**config.mk**
```make
export PLATFORM = sky130hd
export DESIGN_NAME = fsp_fault_supervisor
export DESIGN_NICKNAME = d
export VERILOG_FILES = /design/src/fsp_pkg.sv /design/src/fsp_fault_supervisor.sv /design/src/fsp_delay_timer.sv
export SDC_FILE = /design/constraint.sdc
export NUM_CORES = 1
export LEC_CHECK = 0
export ABC_AREA = 1
export BUFFER_PORTS_ARGS = -buffer_cell sky130_fd_sc_hd__buf_2
export CAP_MARGIN = 20
export CELL_PAD_IN_SITES_DETAIL_PLACEMENT = 2
export CELL_PAD_IN_SITES_GLOBAL_PLACEMENT = 2
export CORE_MARGIN = 1.5
export CORE_UTILIZATION = 36
export CTS_CLUSTER_DIAMETER = 30
export DETAILED_ROUTE_END_ITERATION = 7
export HOLD_SLACK_MARGIN = 0.1
export PLACE_DENSITY = 0.81
export SYNTH_ARGS = -nofsm -noshare
export SYNTH_HDL_FRONTEND = slang
export SYNTH_SLANG_ARGS = --single-unit
```
**constraint.sdc**
```tcl
create_clock -name clk -period 9.08 [get_ports clk]
set_input_delay 0.908 -clock clk [delete_from_list [all_inputs] [get_ports clk]]
set_output_delay 0.908 -clock clk [all_outputs]
set_load 0.005 [all_outputs]
```
**src/fsp_pkg.sv**
```systemverilog
// shared constants and types of the fault supervisor
package fsp_pkg;
	// clock and delay figures
	localparam int unsigned CLK_HZ     = 25_000_000;
	localparam int unsigned RETRY_MS   = 8;
	localparam int unsigned SLEEP_US   = 100;
	localparam int unsigned WAKE_US    = 1000;
	localparam int unsigned RSTWIN_US  = 40;
	localparam int unsigned RETRY_CYC  = RETRY_MS * (CLK_HZ / 1000);
	localparam int unsigned SLEEP_CYC  = SLEEP_US * (CLK_HZ / 1_000_000);
	localparam int unsigned WAKE_CYC   = WAKE_US * (CLK_HZ / 1_000_000);
	localparam int unsigned RSTWIN_CYC = RSTWIN_US * (CLK_HZ / 1_000_000);
	localparam int          TMR_W      = 32;

	// register byte addresses
	localparam logic [7:0] ADDR_CTRL  = 8'h00;
	localparam logic [7:0] ADDR_STAT  = 8'h04;
	localparam logic [7:0] ADDR_RETRY = 8'h08;
	localparam logic [7:0] ADDR_SLEEP = 8'h0C;

	// control register fields
	localparam int CTRL_REP       = 0;
	localparam int CTRL_GDUV_OFF  = 1;
	localparam int CTRL_SHUNT_OFF = 2;
	localparam int CTRL_STUCK_OFF = 3;
	localparam int CTRL_MODE_LO   = 4;
	localparam int CTRL_CLEAR     = 6;
	localparam int CTRL_W         = 6;
	localparam logic [CTRL_W-1:0] CTRL_RST = 6'h00;
	localparam logic [TMR_W-1:0]  SLEEP_RST = 32'(SLEEP_CYC);

	// status register fields
	localparam int ST_SUMMARY = 0;
	localparam int ST_WARN    = 1;
	localparam int ST_TSD     = 2;
	localparam int ST_MS_LOW  = 3;
	localparam int ST_DR_LOW  = 4;
	localparam int ST_CP_LOW  = 5;
	localparam int ST_LS_LOW  = 6;
	localparam int ST_DS_OCP  = 7;
	localparam int ST_SH_OCP  = 8;
	localparam int ST_STUCK   = 9;
	localparam int ST_HIZ     = 10;
	localparam int ST_READY   = 11;
	localparam int ST_PIN     = 12;

	typedef enum logic [1:0] {
		PM_LATCH  = 2'h0,
		PM_RETRY  = 2'h1,
		PM_REPORT = 2'h2,
		PM_NONE   = 2'h3
	} fsp_mode_t;

	typedef enum logic [2:0] {
		PS_SLEEP = 3'h1,
		PS_WAKE  = 3'h2,
		PS_RUN   = 3'h4
	} fsp_state_t;
endpackage : fsp_pkg

```
**src/fsp_fault_supervisor.sv**
```systemverilog
// fault supervision, alarm output and power modes of the gate driver
// Behaviour
// - warning temperature sets the warning flag, and the alarm only with report select 1; gates keep driving.
// - warning flag clears by itself once temperature drops below hysteresis.
// - report select 1 puts warning on alarm pin and summary; 0 leaves it in the status warning bit only.
// - thermal shutdown: gates off, pump stopped, alarm low, summary and shutdown flags set.
// - after thermal shutdown, gates and alarm recover automatically when temperature drops.
// - shutdown flag stays set until register clear, enable reset pulse or sleep.
// - thermal shutdown protection can never be disabled.
// - motor or drain supply low: alarm, gates high impedance, automatic recovery.
// - pump or lowside regulator low acts like unless the check-off bit is 1.
// - drain-source overcurrent follows mode: latch, retry, report only, nothing.
// - shunt overcurrent uses the same four mode responses.
// - shunt overcurrent ignored when mode is 11 or shunt check-off is 1.
// - stuck gate latches alarm and high impedance until cleared unless check-off set.
// - enable low sleeps: gates, pump, regulators, amplifiers and serial port off.
// - entering sleep returns every register to its default.
// - sleep starts only after the sleep delay from enable falling.
// - enable high wakes the device; controller waits the wake delay.
// - in sleep or motor lockout all transistors held off by pulldowns.
// - enable high and motor supply good gives operating mode after wake delay.
// - enable reset pulse clears latched faults only, nothing else.
`timescale 1ns/1ps
module fsp_fault_supervisor #(
	parameter int unsigned RETRY_CYCLES = fsp_pkg::RETRY_CYC,
	parameter int unsigned WAKE_CYCLES  = fsp_pkg::WAKE_CYC
) (
	input  wire logic        clk,
	input  wire logic        rstn,
	// ahb-lite slave
	input  wire logic        hsel,
	input  wire logic [31:0] haddr,
	input  wire logic [1:0]  htrans,
	input  wire logic        hwrite,
	input  wire logic [2:0]  hsize,
	input  wire logic [31:0] hwdata,
	input  wire logic        hready,
	output logic             hreadyout,
	output logic [31:0]      hrdata,
	output logic             hresp,
	// pins and monitor comparators
	input  wire logic        enable_pin,
	input  wire logic        overheat_warning,
	input  wire logic        overheat_shutdown,
	input  wire logic        motor_supply_low,
	input  wire logic        drain_sense_supply_low,
	input  wire logic        pump_supply_low,
	input  wire logic        lowside_reg_low,
	input  wire logic        drain_source_overcurrent,
	input  wire logic        shunt_overcurrent,
	input  wire logic        gate_stuck_error,
	input  wire logic        alarm_out_n_i,
	output logic             alarm_out_n_o,
	output logic             alarm_out_n_oe,
	// actions
	output logic             gate_hiz,
	output logic             gate_hold_off,
	output logic             charge_pump_en,
	output logic             lowside_reg_en,
	output logic             logic_reg_en,
	output logic             sense_amp_en,
	output logic             serial_port_en,
	output logic             ready
);
	localparam int TW = fsp_pkg::TMR_W;

	// word select shared by read and write decode
	function automatic logic fsp_hit(input logic [7:0] a, input logic [7:0] reg_addr);
		fsp_hit = (a[7:2] == reg_addr[7:2]);
	endfunction : fsp_hit

	logic                          rs1_reg;
	logic                          rs_n;
	fsp_pkg::fsp_state_t           state_reg;
	fsp_pkg::fsp_state_t           state_next;
	logic [fsp_pkg::CTRL_W-1:0]    ctrl_reg;
	logic [TW-1:0]                 retry_reg;
	logic [TW-1:0]                 sleep_reg;
	logic                          en_prev_reg;
	logic                          tsd_flag_reg;
	logic                          ds_flag_reg;
	logic                          sh_flag_reg;
	logic                          stuck_flag_reg;
	logic                          wr_pend_reg;
	logic                          rd_pend_reg;
	logic [7:0]                    addr_reg;
	logic                          sleep_busy;
	logic                          sleep_done;
	logic                          wake_done;
	logic                          rstwin_busy;
	logic                          retry_done;

	// reset release through two flops
	always_ff @(posedge clk or negedge rstn) begin
		if (!rstn) begin
			rs1_reg <= 1'b0;
			rs_n    <= 1'b0;
		end else begin
			rs1_reg <= 1'b1;
			rs_n    <= rs1_reg;
		end
	end

	// enable pin edges and power state decode
	wire en_fall   = en_prev_reg & ~enable_pin;
	wire en_rise   = ~en_prev_reg & enable_pin;
	wire asleep    = (state_reg == fsp_pkg::PS_SLEEP);
	wire running   = (state_reg == fsp_pkg::PS_RUN);
	wire operating = ~asleep & ~motor_supply_low;

	// configuration fields
	wire                 rep_sel   = ctrl_reg[fsp_pkg::CTRL_REP];
	wire                 gduv_off  = ctrl_reg[fsp_pkg::CTRL_GDUV_OFF];
	wire                 shunt_off = ctrl_reg[fsp_pkg::CTRL_SHUNT_OFF];
	wire                 stuck_off = ctrl_reg[fsp_pkg::CTRL_STUCK_OFF];
	fsp_pkg::fsp_mode_t  pmode;
	assign pmode = fsp_pkg::fsp_mode_t'(ctrl_reg[fsp_pkg::CTRL_MODE_LO +: 2]);

	// bus address phase and write data phase decode
	wire                 take      = hsel & hready & htrans[1];
	wire                 wr_ok     = wr_pend_reg & ~asleep;
	wire                 wr_ctrl   = wr_ok & fsp_hit(addr_reg, fsp_pkg::ADDR_CTRL);
	wire                 wr_retry  = wr_ok & fsp_hit(addr_reg, fsp_pkg::ADDR_RETRY);
	wire                 wr_sleep  = wr_ok & fsp_hit(addr_reg, fsp_pkg::ADDR_SLEEP);
	wire                 clr_bit   = wr_ctrl & hwdata[fsp_pkg::CTRL_CLEAR];

	// clear command from register or from a short enable low pulse
	wire pin_clear = en_rise & rstwin_busy & ~asleep;
	wire clear_cmd = clr_bit | pin_clear;

	// fault qualification by configuration
	wire gduv_hit  = (pump_supply_low | lowside_reg_low) & ~gduv_off;
	wire sup_hit   = motor_supply_low | drain_sense_supply_low;
	wire ds_hit    = drain_source_overcurrent & (pmode != fsp_pkg::PM_NONE);
	wire sh_hit    = shunt_overcurrent & (pmode != fsp_pkg::PM_NONE) & ~shunt_off;
	wire stuck_hit = gate_stuck_error & ~stuck_off;
	wire ocp_stops = (pmode == fsp_pkg::PM_LATCH) | (pmode == fsp_pkg::PM_RETRY);
	wire ocp_clear = (pmode == fsp_pkg::PM_RETRY) ? retry_done : clear_cmd;
	wire retry_go  = (ds_hit | sh_hit) & (pmode == fsp_pkg::PM_RETRY) & ~asleep;

	// next values of the fault flags, a new event wins over a clear
	wire tsd_next   = ~asleep & (overheat_shutdown | (tsd_flag_reg & ~clear_cmd));
	wire ds_next    = ~asleep & (ds_hit | (ds_flag_reg & ~ocp_clear));
	wire sh_next    = ~asleep & (sh_hit | (sh_flag_reg & ~ocp_clear));
	wire stuck_next = ~asleep & (stuck_hit | (stuck_flag_reg & ~clear_cmd));

	// gate release, alarm and summary
	wire hiz_next   = ~asleep & (overheat_shutdown | sup_hit | gduv_hit | stuck_next
	                  | (ocp_stops & (ds_next | sh_next)));
	wire warn_rep   = overheat_warning & rep_sel;
	wire alarm_next = ~asleep & (overheat_shutdown | sup_hit | gduv_hit | ds_next
	                  | sh_next | stuck_next | warn_rep);
	wire summary    = alarm_out_n_oe | tsd_flag_reg;

	// power state sequencing
	always_comb begin
		state_next = state_reg;
		unique case (state_reg)
			fsp_pkg::PS_SLEEP: begin
				if (enable_pin) begin
					state_next = fsp_pkg::PS_WAKE;
				end
			end
			fsp_pkg::PS_WAKE: begin
				if (sleep_done) begin
					state_next = fsp_pkg::PS_SLEEP;
				end else if (wake_done) begin
					state_next = fsp_pkg::PS_RUN;
				end
			end
			fsp_pkg::PS_RUN: begin
				if (sleep_done) begin
					state_next = fsp_pkg::PS_SLEEP;
				end
			end
			default: begin
				state_next = fsp_pkg::PS_SLEEP;
			end
		endcase
	end

	// delay after enable falls before sleeping
	fsp_delay_timer #(.W(TW)) u_sleep_tmr (
		.clk   (clk),
		.rst_n (rs_n),
		.start (en_fall & ~asleep),
		.abort (en_rise),
		.load  (sleep_reg),
		.busy  (sleep_busy),
		.done  (sleep_done)
	);

	// wake delay before the device takes inputs
	fsp_delay_timer #(.W(TW)) u_wake_tmr (
		.clk   (clk),
		.rst_n (rs_n),
		.start (asleep & enable_pin),
		.abort (asleep),
		.load  (TW'(WAKE_CYCLES)),
		.busy  (),
		.done  (wake_done)
	);

	// window in which an enable low pulse counts as a reset pulse
	fsp_delay_timer #(.W(TW)) u_rstwin_tmr (
		.clk   (clk),
		.rst_n (rs_n),
		.start (en_fall & ~asleep),
		.abort (asleep),
		.load  (TW'(fsp_pkg::RSTWIN_CYC)),
		.busy  (rstwin_busy),
		.done  ()
	);

	// retry period of overcurrent in retry mode, restarted by each event
	fsp_delay_timer #(.W(TW)) u_retry_tmr (
		.clk   (clk),
		.rst_n (rs_n),
		.start (retry_go),
		.abort (asleep),
		.load  (retry_reg),
		.busy  (),
		.done  (retry_done)
	);

	// state and enable history
	always_ff @(posedge clk or negedge rs_n) begin
		if (!rs_n) begin
			state_reg   <= fsp_pkg::PS_SLEEP;
			en_prev_reg <= 1'b0;
		end else begin
			state_reg   <= state_next;
			en_prev_reg <= enable_pin;
		end
	end

	// software registers, returned to defaults while asleep
	always_ff @(posedge clk or negedge rs_n) begin
		if (!rs_n) begin
			ctrl_reg  <= fsp_pkg::CTRL_RST;
			retry_reg <= TW'(RETRY_CYCLES);
			sleep_reg <= fsp_pkg::SLEEP_RST;
		end else if (asleep) begin
			ctrl_reg  <= fsp_pkg::CTRL_RST;
			retry_reg <= TW'(RETRY_CYCLES);
			sleep_reg <= fsp_pkg::SLEEP_RST;
		end else begin
			if (wr_ctrl) begin
				ctrl_reg <= hwdata[fsp_pkg::CTRL_W-1:0];
			end
			if (wr_retry) begin
				retry_reg <= hwdata;
			end
			if (wr_sleep) begin
				sleep_reg <= hwdata;
			end
		end
	end

	// latched fault flags
	always_ff @(posedge clk or negedge rs_n) begin
		if (!rs_n) begin
			tsd_flag_reg   <= 1'b0;
			ds_flag_reg    <= 1'b0;
			sh_flag_reg    <= 1'b0;
			stuck_flag_reg <= 1'b0;
		end else begin
			tsd_flag_reg   <= tsd_next;
			ds_flag_reg    <= ds_next;
			sh_flag_reg    <= sh_next;
			stuck_flag_reg <= stuck_next;
		end
	end

	// registered pin and enable outputs
	always_ff @(posedge clk or negedge rs_n) begin
		if (!rs_n) begin
			alarm_out_n_o  <= 1'b0;
			alarm_out_n_oe <= 1'b0;
			gate_hiz       <= 1'b0;
			gate_hold_off  <= 1'b1;
			charge_pump_en <= 1'b0;
			lowside_reg_en <= 1'b0;
			logic_reg_en   <= 1'b0;
			sense_amp_en   <= 1'b0;
			serial_port_en <= 1'b0;
			ready          <= 1'b0;
		end else begin
			alarm_out_n_o  <= 1'b0;
			alarm_out_n_oe <= alarm_next;
			gate_hiz       <= hiz_next;
			gate_hold_off  <= ~(state_next == fsp_pkg::PS_RUN) | motor_supply_low;
			charge_pump_en <= operating & ~overheat_shutdown;
			lowside_reg_en <= operating;
			logic_reg_en   <= ~asleep;
			sense_amp_en   <= ~asleep;
			serial_port_en <= ~asleep;
			ready          <= (state_next == fsp_pkg::PS_RUN) & ~motor_supply_low;
		end
	end

	// status word: warning flag follows the comparator directly
	wire [31:0] stat_word = {19'h00000,
		alarm_out_n_i, ready, gate_hiz, stuck_flag_reg, sh_flag_reg,
		ds_flag_reg, lowside_reg_low & ~asleep, pump_supply_low & ~asleep,
		drain_sense_supply_low & ~asleep, motor_supply_low,
		tsd_flag_reg, overheat_warning & ~asleep, summary};

	// read mux, unmapped words read zero
	wire [31:0] rd_mux =
		fsp_hit(addr_reg, fsp_pkg::ADDR_CTRL)  ? {26'h0000000, ctrl_reg} :
		fsp_hit(addr_reg, fsp_pkg::ADDR_STAT)  ? stat_word :
		fsp_hit(addr_reg, fsp_pkg::ADDR_RETRY) ? retry_reg :
		fsp_hit(addr_reg, fsp_pkg::ADDR_SLEEP) ? sleep_reg : 32'h00000000;

	// bus phases: writes take no wait, reads take one wait state
	always_ff @(posedge clk or negedge rs_n) begin
		if (!rs_n) begin
			wr_pend_reg <= 1'b0;
			rd_pend_reg <= 1'b0;
			addr_reg    <= 8'h00;
			hreadyout   <= 1'b1;
			hrdata      <= 32'h00000000;
			hresp       <= 1'b0;
		end else begin
			hresp       <= 1'b0;
			wr_pend_reg <= take & hwrite;
			rd_pend_reg <= take & ~hwrite;
			if (take) begin
				addr_reg <= haddr[7:0];
			end
			if (take & ~hwrite) begin
				hreadyout <= 1'b0;
			end else begin
				hreadyout <= 1'b1;
			end
			if (rd_pend_reg) begin
				hrdata <= rd_mux;
			end
		end
	end

	// hsize is always a word here
	wire unused_ok = &{1'b0, hsize, haddr[31:8], sleep_busy};
endmodule : fsp_fault_supervisor

```
**src/fsp_delay_timer.sv**
```systemverilog
// loadable down counter that times one delay
`timescale 1ns/1ps
module fsp_delay_timer #(
	parameter int W = 32
) (
	input  wire logic         clk,
	input  wire logic         rst_n,
	input  wire logic         start,
	input  wire logic         abort,
	input  wire logic [W-1:0] load,
	output logic              busy,
	output logic              done
);
	logic [W-1:0] cnt_reg;
	wire          last = (cnt_reg <= W'(1));

	// start restarts the delay, done pulses once after load cycles
	always_ff @(posedge clk or negedge rst_n) begin
		if (!rst_n) begin
			cnt_reg <= '0;
			busy    <= 1'b0;
			done    <= 1'b0;
		end else begin
			done <= 1'b0;
			if (start) begin
				cnt_reg <= load;
				busy    <= 1'b1;
			end else if (abort) begin
				busy <= 1'b0;
			end else if (busy) begin
				cnt_reg <= cnt_reg - W'(1);
				if (last) begin
					busy <= 1'b0;
					done <= 1'b1;
				end
			end
		end
	end
endmodule : fsp_delay_timer

```
==> impl_metrics.xml, run 1 <==
<?xml version="1.0" encoding="UTF-8"?>
<metrics>
  <group name="synth">
    <metric name="synth_area_per_cell" unit="µm²">8.24</metric>
    <metric name="ys_warn_count" unit="">0</metric>
    <metric name="ys_dominant_reg_cell" unit="">sky130_fd_sc_hd__dfrtp_1</metric>
    <metric name="yosysMostFrequentCell" unit="">sky130_fd_sc_hd__nand2_1</metric>
    <metric name="yosysUniqueCellTypes" unit="">55</metric>
    <metric name="netlist.area_leader.share" unit="">0.464</metric>
    <metric name="post_synth_most_frequent_cells" unit="">282 x sky130_fd_sc_hd__nand2_1, 249 x sky130_fd_sc_hd__dfrtp_1, 242 x sky130_fd_sc_hd__inv_1, 182 x sky130_fd_sc_hd__nor2_1, 115 x sky130_fd_sc_hd__o21ai_0</metric>
    <metric name="netlist_area" unit="mm²">0.0134</metric>
    <metric name="synth_seq_area_share" unit="">0.492</metric>
    <metric name="netlist_instances" unit="">1629</metric>
    <metric name="synth.area.top_cells" unit="">sky130_fd_sc_hd__dfrtp_1 46%, sky130_fd_sc_hd__nand2_1 7.9%, sky130_fd_sc_hd__inv_1 6.8%, sky130_fd_sc_hd__nor2_1 5.1%, sky130_fd_sc_hd__o21ai_0 4.3%</metric>
    <metric name="area_leader_netlist" unit="">sky130_fd_sc_hd__dfrtp_1</metric>
    <metric name="async_flop_share" unit="">1.00</metric>
    <metric name="synth.ff_latch_count" unit="">263</metric>
    <metric name="synth_edf_count" unit="">0</metric>
  </group>
  <group name="grt">
    <metric name="initial_antenna_violation_count" unit="">2</metric>
    <metric name="grt_start_max_net_pins" unit="">173</metric>
    <metric name="via_count_of_the_first_global_routing_pass" unit="">15500</metric>
    <metric name="grt_first_pass_wirelength" unit="µm">96700</metric>
    <metric name="remaining_global_route_overflow" unit="">0</metric>
    <metric name="overall_global_routing_usage" unit="">0.331</metric>
  </group>
  <group name="die">
    <metric name="die_h" unit="µm">196</metric>
    <metric name="io-pin-count" unit="">129</metric>
    <metric name="initial_utilization" unit="">0.367</metric>
    <metric name="floorplan.die.width" unit="µm">196</metric>
    <metric name="die_area" unit="mm²">0.0384</metric>
    <metric name="design.core.area" unit="mm²">0.0366</metric>
    <metric name="num_rows" unit="">70</metric>
  </group>
  <group name="timing">
    <metric name="fin_crit" unit="ns">3.64</metric>
    <metric name="maxSlewHeadroom" unit="">0.247</metric>
    <metric name="setup_repair_after_global_routing_missed_its_margin" unit="">no</metric>
    <metric name="timing.final.hold_violations" unit="">0</metric>
    <metric name="setup_viol" unit="">0</metric>
    <metric name="timing.final.crit_share" unit="">0.401</metric>
    <metric name="fmax" unit="MHz">274</metric>
    <metric name="tns" unit="ns">0</metric>
    <metric name="finClkSkew" unit="ns">0.0307</metric>
    <metric name="slew_violations" unit="">0</metric>
    <metric name="max_slew.worst_pin.slew" unit="ns">1.13</metric>
  </group>
  <group name="placed_design">
    <metric name="numPortBuffers" unit="">96</metric>
    <metric name="finalWeightedCongestion" unit="">0.852</metric>
    <metric name="dp_cells" unit="">2147</metric>
    <metric name="dp.final_hpwl" unit="µm">33300</metric>
    <metric name="placed_cell_area" unit="mm²">0.0143</metric>
  </group>
  <group name="clock_tree">
    <metric name="inserted_clock_buffers" unit="">80</metric>
    <metric name="post_cts_resized" unit="">0</metric>
    <metric name="clkSinkCount" unit="">263</metric>
    <metric name="cts.htree.levels" unit="">3</metric>
    <metric name="tritoncts" unit="">yes</metric>
    <metric name="cts.reportedPaths.clkPinSlew" unit="ns">0.05</metric>
    <metric name="clockRootBuffer" unit="">sky130_fd_sc_hd__clkbuf_16</metric>
    <metric name="worstSkewPairLatency" unit="ns">0.61</metric>
    <metric name="clock_tree.buffer_depth" unit="">3</metric>
  </group>
  <group name="routing">
    <metric name="drt_drc_violations_left" unit="">0</metric>
    <metric name="drt_first_iter_violations" unit="">797</metric>
    <metric name="vias" unit="">13300</metric>
    <metric name="antenna_violating_nets_post_route" unit="">0</metric>
    <metric name="wire_per_inst" unit="µm">26.9</metric>
    <metric name="drt-vias-per-instance" unit="">5.80</metric>
    <metric name="finalWirelength" unit="µm">61900</metric>
    <metric name="firstDrtPassIters" unit="">5</metric>
  </group>
  <group name="hold_path">
    <metric name="min_path_type" unit="">reg -&gt; async</metric>
  </group>
  <group name="setup_path">
    <metric name="end_kind" unit="">register</metric>
    <metric name="crit_fanout" unit="">32</metric>
    <metric name="worst_ep_arrival_time" unit="ns">4.11</metric>
    <metric name="kind_of_launch_point_of_the_worst_setup_path" unit="">register</metric>
    <metric name="criticalPathCategory" unit="">reg -&gt; reg</metric>
    <metric name="cp_data_required_time" unit="ns">9.54</metric>
  </group>
  <group name="power">
    <metric name="irDropWorstVdd" unit="mV">0.174</metric>
    <metric name="pleak" unit="nW">8.39</metric>
    <metric name="final_total_power" unit="mW">5.85</metric>
    <metric name="power_density" unit="mW/mm²">338</metric>
  </group>
  <group name="final_layout">
    <metric name="final_cells" unit="">2299</metric>
    <metric name="final_net_count" unit="">1856</metric>
    <metric name="area_added_between_synthesis_and_finish" unit="%">29.1</metric>
    <metric name="share_of_final_layout_standard_cells_stronger_than_drive_strength_1" unit="">0.179</metric>
    <metric name="finalInstanceArea" unit="mm²">0.0173</metric>
    <metric name="postLayoutCoreUtil" unit="">0.473</metric>
  </group>
  <group name="run_status">
    <metric name="outcome" unit="">finished clean</metric>
  </group>
  <group name="flow_run">
    <metric name="timing.max_cap.violations" unit="">0</metric>
  </group>
</metrics>
-- area by class of cell --
| cell class | instances | area [µm²] |
|---|---|---|
| multi-input cells | 1058 | 5610 |
| repair buffers | 104 | 568 |
| flip-flops and latches | 263 | 6600 |
| well taps | 468 | 586 |
| clock buffers | 110 | 2320 |
| inverters | 256 | 961 |
| clock inverters | 38 | 681 |
| fillers | 3879 | 19300 |
| diodes | 2 | 5.00 |
-- metal layers --
layer  vias to the layer above  routed length [µm]  part of all wire  GRT usage
met5                         -                   0                 0          0
met1                      6960               24400              0.39      0.382
met4                         0                2470             0.040      0.160
met3                       185                3250             0.052     0.0681
met2                       486               31800              0.51      0.586
li1                       5706                   -                 -          -
-- power breakdown --
| group | total (mW) | internal, mW | switching [mW] |
|---|---|---|---|
| logic | 1.19 | 0.302 | 0.884 |
| clock network | 3.16 | 2.25 | 0.907 |
| registers | 1.51 | 1.34 | 0.169 |
| total | 5.85 | 3.89 | 1.96 |
-- stage by stage --
| step | setup slack [ns] | hold slack, ns |
|---|---|---|
| 3_3_place_gp | 5.58 | 0.317 |
| 6_report | 5.44 | 0.304 |
| 4_1_cts | 5.51 | 0.330 |
| 5_1_grt | 5.27 | 0.339 |
| 3_5_place_dp | 5.49 | 0.324 |
| 2_1_floorplan | 1.23 | 0.331 |
-- cell usage in the layout (no fill, tap or decap), types with 14 or more instances in the layout --
cell type,netlist,final
sky130_fd_sc_hd__buf_2,19,96
sky130_fd_sc_hd__xor2_1,35,35
sky130_fd_sc_hd__inv_2,13,14
sky130_fd_sc_hd__o211ai_1,22,22
sky130_fd_sc_hd__bufinv_16,0,17
sky130_fd_sc_hd__nand2_1,282,282
sky130_fd_sc_hd__nand4_1,24,24
sky130_fd_sc_hd__o221ai_1,36,36
sky130_fd_sc_hd__nor2_2,19,19
sky130_fd_sc_hd__dfrtp_1,249,248
sky130_fd_sc_hd__dfstp_2,14,14
sky130_fd_sc_hd__clkbuf_16,0,82
sky130_fd_sc_hd__inv_1,242,242
sky130_fd_sc_hd__nor2_1,182,182
sky130_fd_sc_hd__a21oi_1,53,53
sky130_fd_sc_hd__nand3_1,75,75
sky130_fd_sc_hd__o22ai_1,56,56
sky130_fd_sc_hd__clkbuf_8,0,16
sky130_fd_sc_hd__o21ai_0,115,115
sky130_fd_sc_hd__a22oi_1,20,20
sky130_fd_sc_hd__nor3_1,28,28
-- worst paths after layout --
kind                               from                       end  slack (ns)  cells after the start
max                        state_reg[2]   u_retry_tmr.cnt_reg[26]        5.44                      8
min                                rs_n               addr_reg[4]        0.30                      0
max reg2reg                state_reg[2]   u_retry_tmr.cnt_reg[26]        5.44                      8
min reg2reg                        rs_n               addr_reg[4]        0.30                      0
max in group asynchronous          rs_n  u_rstwin_tmr.cnt_reg[18]        6.61                      2
min in group clk                rs1_reg                      rs_n        0.35                      0
-- cells by family (layout without fill, tap and decap cells) --
| family | after synthesis | count (layout) | synth area share |
|---|---|---|---|
| other | 2 | 5 | 0.000560 |
| AND/OR/NAND/NOR | 662 | 662 | 0.223 |
| flip-flops | 263 | 263 | 0.492 |
| adder cells (fa/ha/maj) | 8 | 8 | 0.00746 |
| buffers and inverters | 309 | 508 | 0.0905 |
| XOR/XNOR | 44 | 44 | 0.0287 |
| multiplexers | 4 | 4 | 0.00336 |
| AO/OA/AOI/OAI | 337 | 337 | 0.155 |
-- worst max-delay path, cell delays in order (launching register included) --
cell	delay (ns)
sky130_fd_sc_hd__dfrtp_1	0.37
sky130_fd_sc_hd__inv_2	0.07
sky130_fd_sc_hd__nand3_4	0.47
sky130_fd_sc_hd__nand3_2	0.78
sky130_fd_sc_hd__nand2_1	0.93
sky130_fd_sc_hd__inv_1	0.43
sky130_fd_sc_hd__nand2_1	0.15
sky130_fd_sc_hd__o21ai_0	0.08
sky130_fd_sc_hd__o21bai_1	0.18
-- repair_timing --
action | CTS | global route
endpoints found under the hold margin | 2 | 0
buffers inserted | 0 | 0
hold buffers | 1 | 0
setup endpoints to repair | 0 | 0
Note: power is estimated with default switching activity, not from simulation.
==> inputs of run 2 (changes only) <==
Clock period 9.08 ns to 3.7 ns, I/O delays scaled along.
==> impl_metrics.xml, run 2 (synthesis gave the netlist of run 1 again) <==
<?xml version="1.0" encoding="UTF-8"?>
<metrics>
  <group name="timing">
    <metric name="fin_crit" unit="ns">3.07</metric>
    <metric name="setup_repair_after_global_routing_missed_its_margin" unit="">no</metric>
    <metric name="tns" unit="ns">0</metric>
    <metric name="slew_violations" unit="">0</metric>
    <metric name="maxSlewHeadroom" unit="">0.421</metric>
    <metric name="finClkSkew" unit="ns">0.0474</metric>
    <metric name="max_slew.worst_pin.slew" unit="ns">0.868</metric>
    <metric name="setup_viol" unit="">0</metric>
    <metric name="timing.hold.ws" unit="ns">0.122</metric>
    <metric name="fmax" unit="MHz">326</metric>
    <metric name="timing.final.hold_violations" unit="">0</metric>
    <metric name="timing.final.crit_share" unit="">0.829</metric>
  </group>
  <group name="final_layout">
    <metric name="final_common_cell" unit="">sky130_fd_sc_hd__nand2_1</metric>
    <metric name="n_antenna_cell" unit="">0</metric>
    <metric name="final_net_count" unit="">1881</metric>
    <metric name="share_of_final_layout_standard_cells_stronger_than_drive_strength_1" unit="">0.172</metric>
    <metric name="mostFrequentLayoutCells" unit="">282 x sky130_fd_sc_hd__nand2_1, 248 x sky130_fd_sc_hd__dfrtp_1, 242 x sky130_fd_sc_hd__inv_1</metric>
    <metric name="final.fill_count" unit="">3924</metric>
    <metric name="area_added_between_synthesis_and_finish" unit="%">27.9</metric>
  </group>
  <group name="placed_design">
    <metric name="finalWeightedCongestion" unit="">0.824</metric>
    <metric name="dp.final_hpwl" unit="µm">33800</metric>
    <metric name="numPortBuffers" unit="">96</metric>
  </group>
  <group name="power">
    <metric name="power.share.sequential" unit="">0.278</metric>
    <metric name="clock_power_share" unit="">0.506</metric>
    <metric name="net-switching-power" unit="mW">4.74</metric>
    <metric name="combPwrFrac" unit="">0.216</metric>
    <metric name="final_total_power" unit="mW">13.4</metric>
    <metric name="irDropWorstVdd" unit="mV">0.319</metric>
    <metric name="switching_share" unit="">0.355</metric>
    <metric name="power_density" unit="mW/mm²">779</metric>
    <metric name="pleak" unit="nW">8.31</metric>
    <metric name="intPower" unit="mW">8.63</metric>
  </group>
  <group name="clock_tree">
    <metric name="cts.htree.levels" unit="">3</metric>
    <metric name="tritoncts" unit="">yes</metric>
    <metric name="cts.reportedPaths.clkPinSlew" unit="ns">0.05</metric>
    <metric name="post_cts_resized" unit="">0</metric>
    <metric name="clock_tree.buffer_depth" unit="">3</metric>
    <metric name="clkSinkCount" unit="">263</metric>
    <metric name="worstSkewPairLatency" unit="ns">0.61</metric>
    <metric name="clockRootBuffer" unit="">sky130_fd_sc_hd__clkbuf_16</metric>
    <metric name="inserted_clock_buffers" unit="">79</metric>
  </group>
  <group name="run_status">
    <metric name="outcome" unit="">finished clean</metric>
  </group>
  <group name="die">
    <metric name="io-pin-count" unit="">129</metric>
    <metric name="die_h" unit="µm">196</metric>
    <metric name="num_rows" unit="">70</metric>
    <metric name="initial_utilization" unit="">0.367</metric>
    <metric name="design.core.area" unit="mm²">0.0366</metric>
    <metric name="die_area" unit="mm²">0.0384</metric>
    <metric name="floorplan.die.width" unit="µm">196</metric>
  </group>
  <group name="routing">
    <metric name="vias" unit="">13400</metric>
    <metric name="firstDrtPassIters" unit="">5</metric>
    <metric name="drt_drc_violations_left" unit="">0</metric>
    <metric name="finalWirelength" unit="µm">62300</metric>
    <metric name="wire_per_inst" unit="µm">26.9</metric>
    <metric name="antenna_violating_nets_post_route" unit="">0</metric>
    <metric name="drt_first_iter_violations" unit="">797</metric>
    <metric name="drt-vias-per-instance" unit="">5.81</metric>
  </group>
  <group name="grt">
    <metric name="grt_start_max_net_pins" unit="">127</metric>
    <metric name="via_count_of_the_first_global_routing_pass" unit="">15700</metric>
    <metric name="remaining_global_route_overflow" unit="">0</metric>
    <metric name="overall_global_routing_usage" unit="">0.331</metric>
    <metric name="initial_antenna_violation_count" unit="">2</metric>
    <metric name="grt_first_pass_wirelength" unit="µm">96500</metric>
  </group>
  <group name="hold_path">
    <metric name="min_path_type" unit="">in -&gt; reg</metric>
  </group>
  <group name="flow_run">
    <metric name="timing.max_cap.violations" unit="">0</metric>
  </group>
  <group name="setup_path">
    <metric name="kind_of_launch_point_of_the_worst_setup_path" unit="">register</metric>
    <metric name="criticalPathCategory" unit="">reg -&gt; reg</metric>
    <metric name="worst_ep_arrival_time" unit="ns">3.60</metric>
    <metric name="end_kind" unit="">register</metric>
    <metric name="cp_data_required_time" unit="ns">4.23</metric>
    <metric name="crit_fanout" unit="">18</metric>
  </group>
</metrics>
[run 2: critical path: stages, from the launching register on]
cell,delay (ns)
sky130_fd_sc_hd__dfstp_2,0.58
sky130_fd_sc_hd__nand3_4,0.26
sky130_fd_sc_hd__nand2_2,0.43
sky130_fd_sc_hd__inv_2,0.32
sky130_fd_sc_hd__nor2_4,0.51
sky130_fd_sc_hd__inv_2,0.31
sky130_fd_sc_hd__nor4_1,0.38
sky130_fd_sc_hd__a21oi_1,0.09
sky130_fd_sc_hd__nand2_1,0.11
[run 2: final timing paths]
| path | to | cells after the start | from | slack (ns) |
|---|---|---|---|---|
| max | u_sleep_tmr.cnt_reg[19] | 8 | state_reg[0] | 0.63 |
| min | gate_hold_off | 3 | motor_supply_low | 0.12 |
| max reg2reg | u_sleep_tmr.cnt_reg[19] | 8 | state_reg[0] | 0.63 |
| min reg2reg | u_retry_tmr.cnt_reg[2] | 0 | rs_n | 0.29 |
| max in group asynchronous | u_rstwin_tmr.cnt_reg[23] | 1 | rs_n | 2.24 |
| min in group asynchronous | u_retry_tmr.cnt_reg[2] | 0 | rs_n | 0.29 |
[run 2: area by class of cell]
| class | count | area [µm²] | area share |
|---|---|---|---|
| multi-input combinational | 1058 | 5610 | 0.327 |
| inverter | 256 | 961 | 0.0560 |
| clock buffer | 110 | 2230 | 0.130 |
| tap | 468 | 586 | 0.0341 |
| timing repair buffer | 130 | 828 | 0.0483 |
| clock inverter | 29 | 347 | 0.0202 |
| sequential | 263 | 6600 | 0.385 |
[run 2: what timing repair did]
action                                 in CTS  in global routing
buffers inserted                            0                  0
endpoints found under the hold margin      31                  0
hold buffers                               22                  0
[run 2: power by group through the flow]
stage	registers (mW)	clock network (mW)	logic (mW)
final	3.72	6.77	2.88
after global routing	3.74	6.96	3.11
after CTS	3.70	6.80	2.84
after detailed placement	3.68	0	2.52
after global placement	3.65	0	2.42
after floorplan	3.60	0	1.75
[run 2: layer usage]
layer / GRT usage / vias up / wire (µm)
li1: - / 5755 / -
met1: 0.389 / 6953 / 24800
met2: 0.575 / 514 / 31200
met3: 0.0595 / 211 / 3070
met4: 0.181 / 2 / 3200
met5: 0 / - / 11
[run 2: metrics by stage]
stage / utilization / cells / instance area (µm²) / setup slack [ns]
after floorplan: - / 1630 / 13400 / 1.07
after global placement: 0.392 / 2152 / 14300 / 0.880
after detailed placement: 0.392 / 2152 / 14300 / 0.902
after CTS: 0.468 / 2313 / 17100 / 0.649
after global routing: 0.469 / 2314 / 17200 / 0.449
final: 0.469 / 2314 / 17200 / 0.631
